==> src/design/cmbc_map.svh <==
// Register numbers, key values, codes and times of the comm config block.
// Assumes a 50 MHz system clock; included by bare name.
`ifndef CMBC_MAP_SVH
`define CMBC_MAP_SVH

// ----------------------------------------------------------------------
// Register numbers as seen on the register port
// ----------------------------------------------------------------------
`define CMBC_REG_ENERGY_LO 16'hABE1
`define CMBC_REG_ENERGY_HI 16'hABE2
`define CMBC_REG_SCALAR 16'hAE3A
`define CMBC_REG_PROTO 16'hAE44
`define CMBC_REG_BAUD 16'hAE45
`define CMBC_OBJ_PROTO 16'h27CE

// ----------------------------------------------------------------------
// Key values and codes
// ----------------------------------------------------------------------
`define CMBC_KEY_TO_BACNET 16'h0729
`define CMBC_KEY_TO_MODBUS 16'h0177
`define CMBC_BAUD_9600 3'h1
`define CMBC_BAUD_19200 3'h2
`define CMBC_BAUD_38400 3'h3
`define CMBC_BAUD_57600 3'h4
`define CMBC_BAUD_76800 3'h5
`define CMBC_BAUD_115200 3'h6
`define CMBC_SCALAR_MAX 3'h6
`define CMBC_DATA_BITS 4'h8
`define CMBC_STOP_BITS 2'h1
`define CMBC_DIGIT_RECOVER 4'h9
`define CMBC_DIGIT_MODBUS 4'h1
`define CMBC_DIGIT_BACNET 4'h2

// ----------------------------------------------------------------------
// Times
// ----------------------------------------------------------------------
`define CMBC_CLK_HZ 50000000
`define CMBC_EDIT_WINDOW_MS 10000
`define CMBC_EDIT_CYCLES ((`CMBC_CLK_HZ / 1000) * `CMBC_EDIT_WINDOW_MS)
`define CMBC_FLASH_MS 1000
`define CMBC_FLASH_CYCLES ((`CMBC_CLK_HZ / 1000) * `CMBC_FLASH_MS)
`define CMBC_BLINK_BIT 22
`define CMBC_SETTLE_CYCLES 2'h3

`endif

==> src/design/cmbc_pkg.sv <==
// Types shared by the comm config block files.
// Constants live in cmbc_map.svh; this holds types only.
package cmbc_pkg;

	// Switch recovery sequencer states
	typedef enum logic [1:0] {RC_BOOT, RC_EDIT, RC_DONE} cmbc_rec_e;

	// Communication status LED states
	typedef enum logic [1:0] {LED_SOLID, LED_CONN, LED_FAIL} cmbc_led_e;

	// Baud code, 1..6 from 9600 up to 115200
	typedef logic [2:0] cmbc_baud_t;

endpackage : cmbc_pkg

==> src/design/cmbc_comm_config.sv <==
// Comm config block top: protocol and baud selection, two-word energy
// reads, data scalar and communication LEDs.
// Assumes the protocol engine decodes host accesses onto the register
// port, and that energy and connection events come on clk_sys.
`timescale 1ns/1ps
`include "cmbc_map.svh"

module cmbc_comm_config
	import cmbc_pkg::*;
#(
	parameter logic [31:0] EDIT_CYCLES = 32'(`CMBC_EDIT_CYCLES),
	parameter logic [31:0] FLASH_CYCLES = 32'(`CMBC_FLASH_CYCLES)
) (
	input wire logic clk_sys,
	input wire logic rst,
	input wire logic [3:0] swHighPin,
	input wire logic [3:0] swMidPin,
	input wire logic [3:0] swLowPin,
	input wire logic [15:0] regAddr,
	input wire logic [15:0] regWrData,
	input wire logic regWrEn,
	input wire logic regRdEn,
	output logic [15:0] regRdData,
	output logic regRdValid,
	input wire logic [31:0] energyTotal,
	input wire logic hostConnecting,
	input wire logic hostFailed,
	output logic bacnetMode,
	output cmbc_baud_t baudCode,
	output logic [3:0] dataBits,
	output logic parityEnable,
	output logic [1:0] stopBits,
	output logic [2:0] scalarCode,
	output logic [11:0] switchAddr,
	output logic addrValid,
	output logic serialLedRed,
	output logic commLedRed,
	output logic commLedGreen,
	output logic [2:0] phaseLedGreen
);

	// --------------------------------------------------------------
	// Switch recovery
	// --------------------------------------------------------------
	logic recActive; // Edit window open
	logic recApply; // One-cycle: selections take effect
	logic recProtoOk;
	logic recBacnet;
	logic recBaudOk;
	cmbc_baud_t recBaud;
	logic failsafe; // All switches zero
	logic [11:0] swValue; // Synchronised switch digits
	logic bacnet_q, bacnet_d; // Stored protocol, 1 = BACnet

	cmbc_switch_recovery #(
		.EDIT_CYCLES(EDIT_CYCLES)
	) u_recovery (
		.clk_sys(clk_sys),
		.rst(rst),
		.swHighPin(swHighPin),
		.swMidPin(swMidPin),
		.swLowPin(swLowPin),
		.curBacnet(bacnet_q),
		.recoveryActive(recActive),
		.applyPulse(recApply),
		.protoOk(recProtoOk),
		.newBacnet(recBacnet),
		.baudOk(recBaudOk),
		.newBaud(recBaud),
		.failsafe(failsafe),
		.switchAddr(swValue)
	);

	// --------------------------------------------------------------
	// Configuration registers
	// --------------------------------------------------------------
	cmbc_baud_t baud_q, baud_d; // Stored baud code
	logic [2:0] scalar_q, scalar_d; // Stored data scalar, saturated
	logic [15:0] snapHigh_q, snapHigh_d; // Upper word held at low read
	logic [15:0] rdData_q, rdData_d;
	logic rdValid_q, rdValid_d;

	// Write, read and recovery effects
	always_comb begin
		bacnet_d = bacnet_q;
		baud_d = baud_q;
		scalar_d = scalar_q;
		snapHigh_d = snapHigh_q;
		rdData_d = rdData_q;
		rdValid_d = regRdEn;
		if (regWrEn) begin
			// Protocol key only honoured in the mode it belongs to
			if (!bacnet_q && regAddr == `CMBC_REG_PROTO &&
				regWrData == `CMBC_KEY_TO_BACNET) begin
				bacnet_d = 1'b1;
				baud_d = `CMBC_BAUD_76800;
			end else if (bacnet_q && regAddr == `CMBC_OBJ_PROTO &&
				regWrData == `CMBC_KEY_TO_MODBUS) begin
				bacnet_d = 1'b0;
				baud_d = `CMBC_BAUD_9600;
			end else if (regAddr == `CMBC_REG_BAUD &&
				baudOk16(regWrData, bacnet_q)) begin
				baud_d = regWrData[2:0];
			end else if (regAddr == `CMBC_REG_SCALAR) begin
				scalar_d = satScalar(regWrData);
			end
		end
		// Recovery lands after the window; it overrides a same-cycle bus write for the settings it selects
		if (recApply) begin
			if (recProtoOk) begin
				bacnet_d = recBacnet;
			end
			if (recBaudOk) begin
				baud_d = recBaud;
			end else if (recProtoOk && recBacnet &&
				!baudOk16({13'h0000, baud_q}, 1'b1)) begin
				// Kept baud would be illegal under BACnet: use default
				baud_d = `CMBC_BAUD_76800;
			end
		end
		if (regRdEn) begin
			case (regAddr)
				`CMBC_REG_ENERGY_LO: begin
					rdData_d = energyTotal[15:0];
					snapHigh_d = energyTotal[31:16];
				end
				`CMBC_REG_ENERGY_HI: rdData_d = snapHigh_q;
				`CMBC_REG_SCALAR: rdData_d = {13'h0000, scalar_q};
				`CMBC_REG_PROTO: rdData_d = {15'h0000, bacnet_q};
				`CMBC_OBJ_PROTO: rdData_d = {15'h0000, bacnet_q};
				`CMBC_REG_BAUD: rdData_d = {13'h0000, baud_q};
				default: rdData_d = 16'h0000; // Unmapped reads zero
			endcase
		end
	end

	// Register the configuration
	always_ff @(posedge clk_sys) begin
		if (rst) begin
			bacnet_q <= 1'b0;
			baud_q <= `CMBC_BAUD_9600;
			scalar_q <= 3'h0;
			snapHigh_q <= 16'h0000;
			rdData_q <= 16'h0000;
			rdValid_q <= 1'b0;
		end else begin
			bacnet_q <= bacnet_d;
			baud_q <= baud_d;
			scalar_q <= scalar_d;
			snapHigh_q <= snapHigh_d;
			rdData_q <= rdData_d;
			rdValid_q <= rdValid_d;
		end
	end

	// Saturate a written scalar at its top setting
	function automatic logic [2:0] satScalar(input logic [15:0] v);
		logic [2:0] s;
		s = `CMBC_SCALAR_MAX;
		if (v < 16'(`CMBC_SCALAR_MAX)) begin
			s = v[2:0];
		end
		return s;
	endfunction : satScalar

	// Baud code legal for the protocol in force
	function automatic logic baudOk16(input logic [15:0] v,
		input logic bac);
		logic ok;
		ok = (v >= 16'(`CMBC_BAUD_9600)) && (v <= 16'(`CMBC_BAUD_115200));
		if (bac && (v == 16'(`CMBC_BAUD_57600) ||
			v == 16'(`CMBC_BAUD_115200))) begin
			ok = 1'b0;
		end
		return ok;
	endfunction : baudOk16

	// --------------------------------------------------------------
	// Communication status LED
	// --------------------------------------------------------------
	cmbc_led_e led_q, led_d;
	logic [31:0] ledCnt_q, ledCnt_d; // Time spent flashing

	// Flash sequence after connect attempts
	always_comb begin
		led_d = led_q;
		ledCnt_d = ledCnt_q + 32'h0000_0001;
		case (led_q)
			LED_SOLID: begin
				ledCnt_d = 32'h0000_0000;
				if (hostFailed) begin
					led_d = LED_FAIL;
				end else if (hostConnecting) begin
					led_d = LED_CONN;
				end
			end
			LED_CONN, LED_FAIL: begin
				// Failure overrides a connect flash in progress
				if (hostFailed && led_q == LED_CONN) begin
					led_d = LED_FAIL;
					ledCnt_d = 32'h0000_0000;
				end else if (ledCnt_q >= FLASH_CYCLES - 32'h0000_0001) begin
					led_d = LED_SOLID;
				end
			end
			default: begin
				led_d = LED_SOLID;
			end
		endcase
	end

	// Register the LED sequence
	always_ff @(posedge clk_sys) begin
		if (rst) begin
			led_q <= LED_SOLID;
			ledCnt_q <= 32'h0000_0000;
		end else begin
			led_q <= led_d;
			ledCnt_q <= ledCnt_d;
		end
	end

	// --------------------------------------------------------------
	// Outputs
	// --------------------------------------------------------------
	logic blink; // Flash phase
	assign blink = ledCnt_q[`CMBC_BLINK_BIT];

	// Failsafe overrides stored settings without touching them
	assign bacnetMode = failsafe ? 1'b0 : bacnet_q;
	assign baudCode = failsafe ? `CMBC_BAUD_9600 : baud_q;
	assign dataBits = `CMBC_DATA_BITS;
	assign parityEnable = 1'b0;
	assign stopBits = `CMBC_STOP_BITS;
	assign scalarCode = scalar_q;
	assign regRdData = rdData_q;
	assign regRdValid = rdValid_q;
	assign switchAddr = swValue;
	assign addrValid = !recActive;

	// Recovery display takes priority over normal status
	always_comb begin
		serialLedRed = 1'b0;
		commLedRed = 1'b0;
		commLedGreen = 1'b1;
		phaseLedGreen = 3'h0;
		if (recActive) begin
			commLedGreen = 1'b0;
			if (swValue[3:0] == `CMBC_DIGIT_MODBUS) begin
				serialLedRed = 1'b1;
			end else if (swValue[3:0] == `CMBC_DIGIT_BACNET) begin
				serialLedRed = 1'b1;
				commLedRed = 1'b1;
			end
			if (swValue[11:8] >= 4'(`CMBC_BAUD_9600) &&
				swValue[11:8] <= 4'(`CMBC_BAUD_115200)) begin
				phaseLedGreen = swValue[10:8];
			end
		end else if (led_q == LED_CONN) begin
			commLedGreen = blink;
		end else if (led_q == LED_FAIL) begin
			commLedGreen = 1'b0;
			// Red phase starts lit so a failure shows at once
			commLedRed = !blink;
		end
	end

endmodule : cmbc_comm_config

==> src/design/cmbc_switch_recovery.sv <==
// Rotary address switch handling: power-up recovery window and failsafe.
// Assumes switch pins are asynchronous BCD digits; rst held at power-up.
`timescale 1ns/1ps
`include "cmbc_map.svh"

module cmbc_switch_recovery
	import cmbc_pkg::*;
#(
	parameter logic [31:0] EDIT_CYCLES = 32'(`CMBC_EDIT_CYCLES)
) (
	input wire logic clk_sys,
	input wire logic rst,
	input wire logic [3:0] swHighPin,
	input wire logic [3:0] swMidPin,
	input wire logic [3:0] swLowPin,
	input wire logic curBacnet,
	output logic recoveryActive,
	output logic applyPulse,
	output logic protoOk,
	output logic newBacnet,
	output logic baudOk,
	output cmbc_baud_t newBaud,
	output logic failsafe,
	output logic [11:0] switchAddr
);

	// --------------------------------------------------------------
	// Two-stage synchroniser
	// --------------------------------------------------------------
	logic [11:0] swMeta_q; // First stage, read only by second
	logic [11:0] swSync_q; // Safe switch value
	logic [11:0] swPrev_q; // Previous safe value, for change detect

	// Pins are asynchronous, so only the second stage looks at the first
	always_ff @(posedge clk_sys) begin
		if (rst) begin
			swMeta_q <= 12'h000;
			swSync_q <= 12'h000;
			swPrev_q <= 12'h000;
		end else begin
			swMeta_q <= {swHighPin, swMidPin, swLowPin};
			swSync_q <= swMeta_q;
			swPrev_q <= swSync_q;
		end
	end

	// --------------------------------------------------------------
	// Recovery sequencer
	// --------------------------------------------------------------
	cmbc_rec_e state_q, state_d;
	logic [31:0] timer_q, timer_d; // Edit window counter
	logic [1:0] settle_q, settle_d; // Lets the synchroniser fill
	logic apply_q, apply_d;
	logic protoOk_q, protoOk_d;
	logic newBacnet_q, newBacnet_d;
	logic baudOk_q, baudOk_d;
	cmbc_baud_t newBaud_q, newBaud_d;
	logic targetBacnet; // Protocol the chosen baud must suit

	// Next-state and selection decode
	always_comb begin
		state_d = state_q;
		timer_d = timer_q;
		settle_d = settle_q;
		apply_d = 1'b0;
		protoOk_d = protoOk_q;
		newBacnet_d = newBacnet_q;
		baudOk_d = baudOk_q;
		newBaud_d = newBaud_q;
		targetBacnet = curBacnet;
		case (state_q)
			RC_BOOT: begin
				// Wait until the synchroniser holds real pin values
				if (settle_q == `CMBC_SETTLE_CYCLES) begin
					if (swSync_q == {3{`CMBC_DIGIT_RECOVER}}) begin
						state_d = RC_EDIT;
					end else begin
						state_d = RC_DONE;
					end
				end else begin
					settle_d = settle_q + 2'h1;
				end
			end
			RC_EDIT: begin
				if (swSync_q != swPrev_q) begin
					timer_d = 32'h0000_0000;
				end else if (timer_q >= EDIT_CYCLES - 32'h0000_0001) begin
					// Quiet for the whole window: selections take effect
					state_d = RC_DONE;
					apply_d = 1'b1;
					protoOk_d = 1'b0;
					baudOk_d = 1'b0;
					// Low digit picks protocol
					if (swSync_q[3:0] == `CMBC_DIGIT_MODBUS) begin
						protoOk_d = 1'b1;
						newBacnet_d = 1'b0;
						targetBacnet = 1'b0;
					end else if (swSync_q[3:0] == `CMBC_DIGIT_BACNET) begin
						protoOk_d = 1'b1;
						newBacnet_d = 1'b1;
						targetBacnet = 1'b1;
					end
					// High digit picks baud; others keep old setting
					if (baudLegal(swSync_q[11:8], targetBacnet)) begin
						baudOk_d = 1'b1;
						newBaud_d = swSync_q[10:8];
					end
				end else begin
					timer_d = timer_q + 32'h0000_0001;
				end
			end
			RC_DONE: begin
				state_d = RC_DONE;
			end
			default: begin
				state_d = RC_BOOT;
			end
		endcase
	end

	// Register the sequencer
	always_ff @(posedge clk_sys) begin
		if (rst) begin
			state_q <= RC_BOOT;
			timer_q <= 32'h0000_0000;
			settle_q <= 2'h0;
			apply_q <= 1'b0;
			protoOk_q <= 1'b0;
			newBacnet_q <= 1'b0;
			baudOk_q <= 1'b0;
			newBaud_q <= `CMBC_BAUD_9600;
		end else begin
			state_q <= state_d;
			timer_q <= timer_d;
			settle_q <= settle_d;
			apply_q <= apply_d;
			protoOk_q <= protoOk_d;
			newBacnet_q <= newBacnet_d;
			baudOk_q <= baudOk_d;
			newBaud_q <= newBaud_d;
		end
	end

	// Baud digit legal for the protocol it will run under
	function automatic logic baudLegal(input logic [3:0] dig,
		input logic bac);
		logic ok;
		ok = (dig >= 4'(`CMBC_BAUD_9600)) && (dig <= 4'(`CMBC_BAUD_115200));
		if (bac && ((dig == 4'(`CMBC_BAUD_57600)) ||
			(dig == 4'(`CMBC_BAUD_115200)))) begin
			ok = 1'b0;
		end
		return ok;
	endfunction : baudLegal

	// --------------------------------------------------------------
	// Outputs
	// --------------------------------------------------------------
	assign recoveryActive = (state_q == RC_EDIT);
	assign applyPulse = apply_q;
	assign protoOk = protoOk_q;
	assign newBacnet = newBacnet_q;
	assign baudOk = baudOk_q;
	assign newBaud = newBaud_q;
	// All-zero switches only count once the boot check is over
	assign failsafe = (state_q == RC_DONE) && (swSync_q == 12'h000);
	assign switchAddr = swSync_q;

endmodule : cmbc_switch_recovery

==> config.mk <==
export PLATFORM = sky130hd
export DESIGN_NAME = cmbc_comm_config
export DESIGN_NICKNAME = d
export VERILOG_FILES = /design/src/design/cmbc_pkg.sv /design/src/design/cmbc_comm_config.sv /design/src/design/cmbc_switch_recovery.sv
export VERILOG_INCLUDE_DIRS = /design/src /design/src/design
export SDC_FILE = /design/constraint.sdc
export NUM_CORES = 1
export LEC_CHECK = 0
export ABC_AREA = 1
export BUFFER_PORTS_ARGS = -buffer_cell sky130_fd_sc_hd__buf_2
export CAP_MARGIN = 40
export CELL_PAD_IN_SITES_DETAIL_PLACEMENT = 0
export CELL_PAD_IN_SITES_GLOBAL_PLACEMENT = 2
export CORE_MARGIN = 4
export CORE_UTILIZATION = 30
export CTS_BUF_LIST = sky130_fd_sc_hd__clkbuf_8
export DETAILED_ROUTE_END_ITERATION = 10
export GPL_ROUTABILITY_DRIVEN = 0
export PLACE_DENSITY = 0.77
export SLEW_MARGIN = 20
export SYNTH_ARGS = -nofsm -noshare
export SYNTH_HDL_FRONTEND = slang
export SYNTH_SLANG_ARGS = --single-unit
==> constraint.sdc <==
create_clock -name clk_sys -period 3.8 [get_ports clk_sys]
set_input_delay 0.38 -clock clk_sys [delete_from_list [all_inputs] [get_ports clk_sys]]
set_output_delay 0.38 -clock clk_sys [all_outputs]
set_load 0.01 [all_outputs]
==> results.py <==
metrics = {
    "clocking": {
        "clk_latency_ns": 0.46,
        "cts_setup_buffers": 0,
        "cts_hold_buf": 0,
        "htreeDepth": 4,
        "numCtsBuffers": 17,
        "clk_pin_slew_worst_paths_ns": 0.11,
        "clock-root-buffer": "clkbuf_8",
        "numClockSinks": 153,
        "cts_resized": 0,
        "clock_path_buffers": 2,
        "cts_tree": "done",
    },
    "grt": {
        "grt_use_total": 0.1562,
        "grt_first_pass_wirelength_um": 39670,
        "grt_max_degree": 57,
        "antenna_found_initial": 0,
        "grt_pass1_vias": 7779,
        "gr-total-overflow": 0,
    },
    "placement": {
        "portBuffers": 124,
        "dp_hpwl_um": 18570,
    },
    "drt": {
        "vias": 8234,
        "wl_per_cell_um": 13.40,
        "viasPerCell": 4.529,
        "dr.pass1.iters": 5,
        "drc": 0,
        "drt_wl_total_um": 24350,
        "ant_nets": 0,
        "drt-initial-drc-count": 397,
    },
    "worst_setup_path": {
        "critPathKind": "reg -> reg",
        "end_kind": "flip-flop",
        "slowest_delay_ns": 0.44,
        "critPathMostFrequentCell": "nand2_4",
        "reg2reg_from": "u_recovery.timer_q[0]$_SDFFE_PP0P_",
        "worstSetupStartpointType": "flip-flop",
        "reg2reg_depth": 14,
        "cp_max_fo": 30,
        "crit_arrival_ns": 2.84,
        "critical_path.slowest_cell": "dfxtp_1",
        "crit_start": "u_recovery.timer_q[0]$_SDFFE_PP0P_",
        "cp_cell_sequence": "ha_1, nand3_2, inv_2, nand2_4, clkinv_2, nand2_1, nand3_2, nand2_2, nand2_4, nand2_4, nand2_4, inv_1, nor2_1, nor2_1",
        "required_ns": 4.15,
    },
    "die": {
        "rows": 61,
        "ios": 132,
        "start_util": 0.3036,
        "core_area_mm2": 0.02771,
        "die_x_um": 175.5,
        "dieArea_mm2": 0.03078,
        "fp.dieH_um": 175.5,
    },
    "hold_path": {
        "min_from": "swMidPin[2]",
        "hp-class": "in -> reg",
        "hold_depth": 3,
    },
    "pwr": {
        "power_density_mw_per_mm2": 376.4,
        "p_leak_nw": 3.979,
        "peakVddDrop_v": 0.0002255,
    },
    "sta": {
        "setup_violations": 0,
        "fin_crit_sh": 0.6561,
        "finalHoldViolCount": 0,
        "slew_viol_final": 0,
        "period_minus_slack_ns": 2.493,
        "max_slew_margin": 0.5300,
        "whs_ns": 0.1145,
        "skew_ns": 0.02109,
        "clock.fmax_mhz": 401.1,
        "finalSetupTns_ns": 0,
        "worst_pin_slew_ns": 0.7050,
        "rsz0062_at_grt": "false",
    },
    "status": {
        "status": "finished clean",
    },
    "layout": {
        "num-fill-cells": 3127,
        "drive_above_1_share": 0.1396,
        "final_util": 0.3516,
        "antenna_cells": 0,
        "fin_nets": 1520,
        "area_growth_pct": 15.81,
    },
    "yosys": {
        "synth_cell_type_count": 47,
        "synthCells": 1317,
        "synth_seq_cells": 153,
        "syn_area_per_cell_um2": 6.387,
        "synth_seq_area_share": 0.3641,
        "synth_warnings": 0,
        "netlist_area_mm2": 0.008412,
    },
    "flow_run": {
        "cap_violations": 0,
    },
}
[cells by family after synthesis]
logic type / Yosys count / synth area share
compound gates: 153 / 0.1016
xor+xnor: 29 / 0.03019
fa+ha+maj: 11 / 0.01636
buf+inv: 206 / 0.1011
flops: 153 / 0.3641
other cells: 2 / 0.0008928
simple gates: 763 / 0.3857
[area by class of cell]
cell class	count	area, um^2	share of cell area
Clock inverter	15	170.2	0.01747
Sequential cell	153	3063	0.3144
Tap cell	378	473.0	0.04855
Timing Repair Buffer	130	675.6	0.06936
Clock buffer	17	234.0	0.02402
Inverter	162	609.3	0.06255
Multi-Input combinational cell	963	4517	0.4637
[registers in the layout, indices dropped and copies added (netlist names), 2 cells and up]
signal                 cells
baud_q                     3
ledCnt_q                  32
u_recovery.swMeta_q       12
u_recovery.swPrev_q       12
u_recovery.state_q         2
scalarCode                 3
snapHigh_q                16
regRdData                 16
u_recovery.settle_q        2
u_recovery.timer_q        32
u_recovery.newBaud         3
u_recovery.switchAddr     12
led_q                      2
[metal layers]
layer  track usage  up-vias  wire length (um)
li1              -     4391                 -
met1        0.2062     3705             11730
met2        0.2699      125             11620
met3       0.02583       13               784
met4       0.03346        0               220
met5             0        -                 0
[through the flow]
| step | setup slack [ns] | area [um^2] | power (W) | std cells |
|---|---|---|---|---|
| after floorplan | 1.993 | 8431 | 0.002233 | 1322 |
| after CTS | 1.254 | 9742 | 0.003742 | 1818 |
| after global routing | 1.054 | 9742 | 0.003890 | 1818 |
| after detailed placement | 1.292 | 9338 | 0.002452 | 1786 |
| after global placement | 1.372 | 9323 | 0.002449 | 1785 |
| final | 1.307 | 9742 | 0.003667 | 1818 |
[layout by cell type (no fill, tap or decap), types with 4 or more instances in the layout]
master    count
inv_8         4
nor4_1        6
a21oi_1      80
nor2_1      229
nand2_4       4
nand2_2      10
o21ai_1       4
a21oi_2      10
nand3_1     109
inv_1       155
or2_2         4
conb_1        7
clkinv_8      4
xor2_1       10
buf_4         6
dfxtp_1     153
ha_1         11
clkbuf_8     17
nor3_1       26
o21ai_0      41
inv_6         4
nand4_1      30
nand2_1     331
buf_2       123
xnor2_1      19
[critical path, delay by kind of cell, from the launching register on]
| kind | cells | cell delay, ns |
|---|---|---|
| and+or+nand+nor | 10 | 1.30 |
| DFF | 1 | 0.44 |
| buffers and inverters | 3 | 0.32 |
| adders and majority gates | 1 | 0.31 |
[cell usage after synthesis, drive strengths merged]
| cell | n | area, um^2 |
|---|---|---|
| a211oi | 1 | 7.510 |
| a21boi | 1 | 7.510 |
| a21o | 2 | 15.01 |
| a21oi | 90 | 488.0 |
| a31oi | 2 | 12.51 |
| and3 | 2 | 12.51 |
| buf | 27 | 177.7 |
| clkbuf | 17 | 63.81 |
| clkinv | 4 | 16.26 |
| conb | 2 | 7.510 |
| dfxtp | 153 | 3063 |
| ha | 11 | 137.6 |
| inv | 158 | 593.1 |
| nand2 | 345 | 1350 |
| nand3 | 111 | 565.5 |
| nand3b | 2 | 15.01 |
| nand4 | 30 | 187.7 |
| nor2 | 233 | 889.6 |
| nor3 | 27 | 140.1 |
| nor3b | 2 | 15.01 |
| nor4 | 6 | 37.54 |
| o2111ai | 1 | 8.760 |
| o211a | 3 | 30.03 |
| o211ai | 2 | 15.01 |
| o21a | 3 | 22.52 |
| o21ai | 45 | 225.2 |
| o21bai | 1 | 7.510 |
| o221ai | 1 | 8.760 |
| o22ai | 1 | 6.260 |
| or2 | 5 | 31.28 |
| xnor2 | 19 | 166.4 |
| xor2 | 10 | 87.58 |
[report_power, final]
group          total, W  internal [W]  switching, W
Sequential      0.00171       0.00166     0.0000519
Clock           0.00126      0.000501      0.000762
Combinational  0.000694      0.000222      0.000472
[path summary, 6_finish.rpt]
| kind | end | slack, ns |
|---|---|---|
| worst max-delay path | u_recovery.timer_q[1]$_SDFFE_PP0P_ | 1.31 |
| worst min-delay path | u_recovery.swMeta_q[6]$_SDFF_PP0_ | 0.11 |
| worst max register to register | u_recovery.timer_q[1]$_SDFFE_PP0P_ | 1.31 |
| worst min register to register | u_recovery.switchAddr[7]$_SDFF_PP0_ | 0.40 |
(Power assumes the default switching activity.)
